`config.mk`:
```
export PLATFORM = sky130hd
export DESIGN_NAME = dpwsb_host
export DESIGN_NICKNAME = d
export VERILOG_FILES = /design/src/rtl/dpwsb_pkg.sv /design/src/rtl/dpwsb_sync.sv /design/src/rtl/dpwsb_host.sv
export VERILOG_INCLUDE_DIRS = /design/src /design/src/rtl
export SDC_FILE = /design/constraint.sdc
export NUM_CORES = 1
export LEC_CHECK = 0
export ABC_AREA = 1
export BUFFER_PORTS_ARGS = -buffer_cell sky130_fd_sc_hd__clkbuf_2
export CORE_MARGIN = 1
export CORE_UTILIZATION = 40
export CTS_CLUSTER_SIZE = 14
export DETAILED_ROUTE_END_ITERATION = 12
export SLEW_MARGIN = 20
export SYNTH_ARGS = -nofsm -noshare
export SYNTH_HDL_FRONTEND = slang
export SYNTH_SLANG_ARGS = --single-unit
```
`constraint.sdc`:
```
create_clock -name core_clk -period 1.56 [get_ports core_clk]
set_clock_uncertainty 0.15 [all_clocks]
set_input_delay 0.312 -clock core_clk [delete_from_list [all_inputs] [get_ports core_clk]]
set_output_delay 0.312 -clock core_clk [all_outputs]
set_load 0.02 [all_outputs]
```
`src/rtl/dpwsb_regs.svh`:
```
`ifndef DPWSB_REGS_SVH
`define DPWSB_REGS_SVH
`define DPWSB_CLK_NS 50
`define DPWSB_T_EW_NS 12
`define DPWSB_T_WP_NS 12
`define DPWSB_T_WZ_NS 10
`define DPWSB_T_DW_NS 10
`define DPWSB_T_SWRD_NS 5
`define DPWSB_T_WH_NS 12
`define DPWSB_T_WDD_NS 30
`define DPWSB_CEIL_CYC(ns) (((ns) + `DPWSB_CLK_NS - 1) / `DPWSB_CLK_NS)
`define DPWSB_MIN1(c) (((c) < 1) ? 1 : (c))
`define DPWSB_WP_CYC `DPWSB_MIN1(`DPWSB_CEIL_CYC(`DPWSB_T_WP_NS))
`define DPWSB_WZDW_CYC `DPWSB_MIN1(`DPWSB_CEIL_CYC(`DPWSB_T_WZ_NS + `DPWSB_T_DW_NS))
`define DPWSB_SWRD_CYC `DPWSB_MIN1(`DPWSB_CEIL_CYC(`DPWSB_T_SWRD_NS))
`define DPWSB_WH_CYC `DPWSB_MIN1(`DPWSB_CEIL_CYC(`DPWSB_T_WH_NS))
`define DPWSB_WDD_CYC `DPWSB_MIN1(`DPWSB_CEIL_CYC(`DPWSB_T_WDD_NS))
`define DPWSB_ADDR_W 17
`define DPWSB_DATA_W 8
`define DPWSB_CNT_W 4
`define DPWSB_SYNC_W 3
`endif

```
`src/rtl/dpwsb_pkg.sv`:
```
package dpwsb_pkg;
  typedef enum logic [2:0] {
    DPWSB_IDLE = 3'h0,
    DPWSB_SETUP = 3'h1,
    DPWSB_PULSE = 3'h3,
    DPWSB_HOLD = 3'h2,
    DPWSB_READ = 3'h6,
    DPWSB_DONE = 3'h7
  } dpwsb_state_e;
  typedef struct packed {
    logic write;
    logic flag_area_select_n;
    logic [16:0] addr;
    logic [7:0] data;
  } dpwsb_req_s;
  typedef struct packed {
    logic ce_n;
    logic sem_n;
    logic rw_n;
    logic oe_n;
    logic [16:0] addr;
  } dpwsb_pins_s;
endpackage : dpwsb_pkg

```
`src/rtl/dpwsb_sync.sv`:
```
`timescale 1ns/1ns
`default_nettype none
`include "dpwsb_regs.svh"
module dpwsb_sync (
  input wire logic core_clk,
  input wire logic arst_n,
  input wire logic [8:0] async,
  output logic [8:0] stable
);
  logic [8:0] st1;
  logic [8:0] st2;
  logic [8:0] st3;
  logic [8:0] next_stable;
  always_comb begin
    next_stable = stable;
    for (int i = 0; i < 9; i++) begin
      if (st2[i] == st3[i]) begin
        next_stable[i] = st2[i];
      end
    end
  end
  always_ff @(posedge core_clk or negedge arst_n) begin
    if (!arst_n) begin
      st1 <= 9'h1FF;
      st2 <= 9'h1FF;
      st3 <= 9'h1FF;
      stable <= 9'h1FF;
    end else begin
      st1 <= async;
      st2 <= st1;
      st3 <= st2;
      stable <= next_stable;
    end
  end
endmodule : dpwsb_sync
`default_nettype wire

```
`src/rtl/dpwsb_host.sv`:
```
`timescale 1ns/1ns
`default_nettype none
`include "dpwsb_regs.svh"
module dpwsb_host (
  input wire logic core_clk,
  input wire logic arst_n,
  input wire dpwsb_pkg::dpwsb_req_s req,
  input wire logic reqValid,
  input wire logic oeLowDuringWrite,
  output logic reqReady,
  output logic [7:0] rspData,
  output logic rspFlag,
  output logic rspValid,
  output dpwsb_pkg::dpwsb_pins_s pins,
  output logic [7:0] dataOut,
  output logic dataOe,
  input wire logic [7:0] dataIn,
  input wire logic busyIn_n
);
  // Timing counts in core clock cycles
  localparam logic [3:0] WP_CYC = 4'(`DPWSB_WP_CYC);
  localparam logic [3:0] WZDW_CYC = 4'(`DPWSB_WZDW_CYC);
  localparam logic [3:0] SWRD_CYC = 4'(`DPWSB_SWRD_CYC);
  localparam logic [3:0] WH_CYC = 4'(`DPWSB_WH_CYC);
  localparam logic [3:0] WDD_CYC = 4'(`DPWSB_WDD_CYC);
  // Read wait covers the access delay plus the input synchroniser
  localparam logic [3:0] RD_CYC = 4'(`DPWSB_WDD_CYC + `DPWSB_SYNC_W + 1);

  function automatic logic [3:0] maxCyc(input logic [3:0] a, input logic [3:0] b);
    maxCyc = (a > b) ? a : b;
  endfunction : maxCyc

  // Drop every select and both strobes, keep the address
  function automatic dpwsb_pkg::dpwsb_pins_s parkPins(input dpwsb_pkg::dpwsb_pins_s p);
    parkPins = p;
    parkPins.ce_n = 1'b1;
    parkPins.sem_n = 1'b1;
    parkPins.rw_n = 1'b1;
    parkPins.oe_n = 1'b1;
  endfunction : parkPins

  // Flag writes carry only bit zero, the rest stay low
  function automatic logic [7:0] wrData(input dpwsb_pkg::dpwsb_req_s r);
    wrData = r.flag_area_select_n ? {7'h00, r.data[0]} : r.data;
  endfunction : wrData

  // Busy and data pins are asynchronous to the core clock
  logic [8:0] syncOut;
  dpwsb_sync u_sync (
    .core_clk(core_clk),
    .arst_n(arst_n),
    .async({busyIn_n, dataIn}),
    .stable(syncOut)
  );

  logic busySeen_n;
  logic [7:0] dataSeen;
  assign busySeen_n = syncOut[8];
  assign dataSeen = syncOut[7:0];


  // Transfer sequencer state
  dpwsb_pkg::dpwsb_state_e state;
  dpwsb_pkg::dpwsb_state_e next_state;
  dpwsb_pkg::dpwsb_req_s cur;
  dpwsb_pkg::dpwsb_req_s next_cur;
  logic [3:0] cnt;
  logic [3:0] next_cnt;
  logic semWritten;
  logic next_semWritten;

  // Next values of the registered outputs
  dpwsb_pkg::dpwsb_pins_s next_pins;
  logic [7:0] next_dataOut;
  logic next_dataOe;
  logic next_reqReady;
  logic [7:0] next_rspData;
  logic next_rspFlag;
  logic next_rspValid;

  // Next-state and next-output decode
  always_comb begin
    next_state = state;
    next_cur = cur;
    next_cnt = cnt;
    next_semWritten = semWritten;
    next_pins = pins;
    next_dataOut = dataOut;
    next_dataOe = dataOe;
    next_reqReady = 1'b0;
    next_rspData = rspData;
    next_rspFlag = rspFlag;
    next_rspValid = 1'b0;
    case (state)
      dpwsb_pkg::DPWSB_IDLE: begin
        // Wait for a request with all strobes parked
        next_pins = parkPins(pins);
        next_dataOe = 1'b0;
        if (semWritten) begin
          next_cnt = (cnt > 4'h0) ? cnt - 4'h1 : 4'h0;
          next_semWritten = (cnt > 4'h1);
        end else if (reqValid && !reqReady) begin
          next_reqReady = 1'b1;
          next_cur = req;
          next_pins.addr = req.addr;
          next_state = dpwsb_pkg::DPWSB_SETUP;
        end
      end
      dpwsb_pkg::DPWSB_SETUP: begin
        // Drive the select for the array or for the flags
        next_pins.ce_n = cur.flag_area_select_n;
        next_pins.sem_n = !cur.flag_area_select_n;
        if (cur.write) begin
          next_pins.rw_n = 1'b0;
          next_pins.oe_n = !oeLowDuringWrite;
          next_cnt = oeLowDuringWrite ? maxCyc(WP_CYC, WZDW_CYC) : WP_CYC;
          next_state = dpwsb_pkg::DPWSB_PULSE;
        end else begin
          next_pins.oe_n = 1'b0;
          next_cnt = RD_CYC;
          next_state = dpwsb_pkg::DPWSB_READ;
        end
      end
      dpwsb_pkg::DPWSB_PULSE: begin
        // Select falls with strobe, so the device keeps its drivers off
        next_dataOe = 1'b1;
        next_dataOut = wrData(cur);
        if (!busySeen_n && !cur.flag_area_select_n) begin
          next_cnt = WH_CYC;
        end else if (!dataOe) begin
          // First strobe cycle only turns the data drivers on
          next_cnt = cnt;
        end else if (cnt > 4'h1) begin
          next_cnt = cnt - 4'h1;
        end else begin
          next_pins = parkPins(pins);
          next_state = dpwsb_pkg::DPWSB_HOLD;
        end
      end
      dpwsb_pkg::DPWSB_HOLD: begin
        // Strobe is high again; data drops one cycle later
        next_dataOe = 1'b0;
        next_semWritten = cur.flag_area_select_n;
        next_cnt = cur.flag_area_select_n ? SWRD_CYC : 4'h0;
        next_rspValid = 1'b1;
        next_state = dpwsb_pkg::DPWSB_DONE;
      end
      dpwsb_pkg::DPWSB_READ: begin
        // Busy restarts the wait so data settles after its release
        if (!busySeen_n && !cur.flag_area_select_n) begin
          next_cnt = RD_CYC;
        end else if (cnt > 4'h1) begin
          next_cnt = cnt - 4'h1;
        end else begin
          next_rspData = dataSeen;
          next_rspFlag = dataSeen[0];
          next_rspValid = 1'b1;
          next_pins = parkPins(pins);
          next_semWritten = 1'b0;
          next_state = dpwsb_pkg::DPWSB_DONE;
        end
      end
      dpwsb_pkg::DPWSB_DONE: begin
        // One quiet cycle between transfers
        next_state = dpwsb_pkg::DPWSB_IDLE;
      end
      default: begin
        next_state = dpwsb_pkg::DPWSB_IDLE;
      end
    endcase
  end

  // Every output leaves through this register stage
  always_ff @(posedge core_clk or negedge arst_n) begin
    if (!arst_n) begin
      state <= dpwsb_pkg::DPWSB_IDLE;
      cur <= '0;
      cnt <= 4'h0;
      semWritten <= 1'b0;
      pins <= '{ce_n: 1'b1, sem_n: 1'b1, rw_n: 1'b1, oe_n: 1'b1, addr: 17'h0_0000};
      dataOut <= 8'h00;
      dataOe <= 1'b0;
      reqReady <= 1'b0;
      rspData <= 8'h00;
      rspFlag <= 1'b0;
      rspValid <= 1'b0;
    end else begin
      state <= next_state;
      cur <= next_cur;
      cnt <= next_cnt;
      semWritten <= next_semWritten;
      pins <= next_pins;
      dataOut <= next_dataOut;
      dataOe <= next_dataOe;
      reqReady <= next_reqReady;
      rspData <= next_rspData;
      rspFlag <= next_rspFlag;
      rspValid <= next_rspValid;
    end
  end
endmodule : dpwsb_host
`default_nettype wire

```
==> flow_metrics.py <==
metrics = {
    "power": {
        "leakagePower_nw": 2.607,
        "ir_worst_vdd_mv": 0.8429,
        "powerDensity_nw_per_um2": 2012,
        "p_sw_share_pct": 42.65,
        "power_frac_comb_pct": 48.2,
        "p_switching_mw": 4.395,
        "p_int_mw": 5.910,
        "p_seq_share_pct": 36.8,
        "clockPowerShare_pct": 15.0,
    },
    "placement": {
        "hpwl_microns": 5055,
        "finalWeightedCongestion": 0.8668,
        "dp_slack_ns": -0.05667,
        "dpl_cell_area_sq_um": 4424,
        "port_buffers": 80,
    },
    "global_route": {
        "antenna_found_initial": 0,
        "grt.overflow.total": 0,
        "grt_pass1_wl_microns": 13270,
        "grt_max_degree": 39,
        "grt.total_usage_pct": 17.67,
        "grt_pass1_vias": 2847,
    },
    "routing": {
        "drc": 4,
        "routed_via_density": 4.617,
        "wl_per_cell_microns": 12.59,
        "dr.pass1.iters": 8,
        "routed_wl_microns": 7893,
        "drt_iter0_drc": 118,
        "postRouteAntennaNets": 0,
        "num_vias": 2895,
    },
    "outcome": {
        "violations": "DRC, setup timing",
        "outcome": "complete, but fails checks",
    },
    "sta": {
        "period_needed_ns": 1.573,
        "worst_slew_margin_rel_pct": 80.73,
        "period_share_pct": 100.8,
        "finalMaxSlewViolations": 0,
        "setup_slack_ns": -0.01258,
        "max_slew.worst_pin.slew_ns": 0.2890,
        "rsz0062_at_grt": "true",
        "hold_viol": 0,
        "setup_viol": 6,
        "fmax_mhz": 635.9,
    },
    "logic_synthesis": {
        "syn_nets": 414,
        "synth_area_per_cell_sq_um": 9.858,
        "yosysSeqAreaShare_pct": 65.69,
        "yosysWarningCount": 0,
        "syn_area_sq_um": 3657,
        "synth_cells": 371,
        "synthTopCellsByArea": "dfrtp_1 (37%), dfstp_2 (29%), nand2_1 (16%)",
        "yosysUniqueCellTypes": 25,
        "synth_top_cell_area_share_pct": 36.95,
        "yosys.area.top_type": "dfrtp_1",
        "ys_seq_elements": 94,
    },
    "worst_setup_path": {
        "rrSetupSlack_ns": -0.01,
        "cp_max_fo": 4,
        "worst_path_max_delay_cell": "dfrtp_1",
        "r2r_end": "rspData[1]",
        "worstPathRequired_ns": 1.66,
        "worst_path_largest_cell_delay_ns": 0.44,
        "cp-end-kind": "flip-flop",
        "worst_setup_path_start_kind": "flip-flop",
        "crit_type": "flip-flop to flip-flop",
        "cp_common_cell": "nor2_4",
        "critPathBufInv": 2,
        "path_cells": "inv_2, ha_4, nor2_4, nor2_4, buf_4, nand4_2, nand2_1, o21ai_2",
        "cp.arrival_ns": 1.68,
        "rr_worst_depth": 8,
        "critPathTopFamily": "flip-flops",
        "r2r_start": "cnt[0]",
    },
    "finish": {
        "antenna_cells": 0,
        "fin_area_sq_um": 5122,
        "layout_common_cells": "nand2_1 (141), clkbuf_2 (78), dfrtp_1 (51), dfstp_2 (40), buf_4 (31)",
        "area_growth_pct": 40.06,
        "layout_commonest_cell": "nand2_1",
        "nets": 557,
        "drive_gt1_share_pct": 44.32,
    },
    "worst_hold_path": {
        "hold_depth": 3,
        "holdPathEnd": "pins[9]",
        "hp-class": "primary input to flip-flop",
        "min_from": "req[17]",
    },
    "die": {
        "die_y_microns": 97.62,
        "die_area_sq_um": 9530,
        "io_pins": 81,
        "num_rows": 34,
        "core_area_sq_um": 8806,
        "start_util_pct": 41.53,
        "die_w_microns": 97.62,
    },
    "cts": {
        "cts_root_buffer": "clkbuf_8",
        "cts_tree": "yes",
        "cts_buffer_depth": 2,
        "clock_latency_ns": 0.35,
        "clock_sinks": 94,
        "clkSlewWorstSetupHoldPaths_ns": 0.10,
        "cts_inserted_buffers": 9,
        "htree_levels": 3,
    },
    "job": {
        "drv_cap": 0,
    },
}
## layout make-up
| class | instances | area [sq um] |
|---|---|---|
| fill | 733 | 3684 |
| clock inverter | 7 | 61.31 |
| clock buffer | 9 | 123.9 |
| sequential | 94 | 2406 |
| timing repair buffer | 140 | 973.4 |
| inverter | 29 | 118.9 |
| tap | 108 | 135.1 |
| multi-input combinational | 240 | 1304 |
## worst min-delay path, delay by kind of cell
kind          cells  cell delay (ns)
simple gates      2             0.10
buf+inv           1             0.07
## how the worst max path moves through the flow
stage	slack, ns	start	endpoint	cells after the start
after floorplan	0.03	cnt[0]	rspData[0]	8
final	-0.01	cnt[0]	rspData[1]	8
after global placement	-0.02	state[0]	cur[1]	7
after global routing	-0.11	cnt[0]	rspData[1]	8
after CTS	-0.01	cnt[1]	rspData[6]	7
after detailed placement	-0.06	cnt[1]	rspData[5]	7
## registers in the layout, indices dropped and copies added, names as in the netlist, named ones only
register and cells:
cur 10, rspData 8, u_sync.st2 9, state 2, u_sync.stable 9, pins 21
cnt 4, u_sync.st3 9, rspValid 1, reqReady 1, dataOe 1, dataOut 8
u_sync.st1 9, semWritten 1
## cells by family (layout without fill, tap and decap cells)
| group | count (synthesis) | after routing | synth area share [%] |
|---|---|---|---|
| simple gates | 195 | 197 | 21.93 |
| fa+ha+maj | 12 | 12 | 3.490 |
| flops | 94 | 94 | 65.69 |
| compound gates | 31 | 31 | 4.413 |
| buf+inv | 39 | 185 | 4.482 |
## Yosys cell counts
master	count
a21oi_1	4
a21oi_2	1
buf_2	8
buf_4	2
clkinv_1	1
dfrtp_1	54
dfstp_2	40
ha_1	3
inv_1	22
inv_2	6
maj3_1	9
nand2_1	153
nand2_2	1
nand3_1	13
nand3_2	1
nand3b_1	2
nand4_1	2
nand4_2	1
nor2_1	16
nor2_2	3
nor2_4	2
nor3_1	1
o211ai_1	1
o21ai_0	10
o21ai_1	15
## power by group through the flow
| stage | combinational (mW) | sequential (mW) | clock [mW] |
|---|---|---|---|
| 6_report | 4.97 | 3.79 | 1.55 |
| 5_1_grt | 5.50 | 3.89 | 1.70 |
| 4_1_cts | 4.31 | 3.76 | 1.61 |
| 3_5_place_dp | 4.12 | 3.78 | 0 |
| 3_3_place_gp | 4.04 | 3.77 | 0 |
| 2_1_floorplan | 2.04 | 4.28 | 0 |
## per-layer routing
metal / global-route usage, % / share of wire [%] / routed length (microns)
met5: 0 / 0 / 0
met2: 28.70 / 50 / 3971
met3: 3.813 / 3.6 / 287
met4: 6.527 / 1.4 / 113
met1: 23.32 / 45 / 3520
## what timing repair did
| action | in CTS | in global routing |
|---|---|---|
| hold endpoints to repair | 72 | 0 |
| pin swaps | 3 | 17 |
| gates cloned | 1 | 1 |
| endpoints found under the setup margin | 40 | 47 |
| buffers inserted | 1 | 6 |
| resized for setup | 9 | 52 |
| hold buffers | 23 | 0 |
## through the flow
step	TNS (ns)	hold slack [ns]	power, mW	utilization [%]	std cells
global route	-1.557	0.0003480	11.10	58.17	627
global placement	-0.4133	0.06810	7.818	50.24	579
finish	-0.03405	0.01384	10.31	58.17	627
CTS	-0.03593	0.002018	9.676	55.53	620
detailed placement	-1.200	0.07282	7.901	50.24	579
floorplan	0	-0.1336	6.316	-	371
Power figures use the tool's default switching activity.
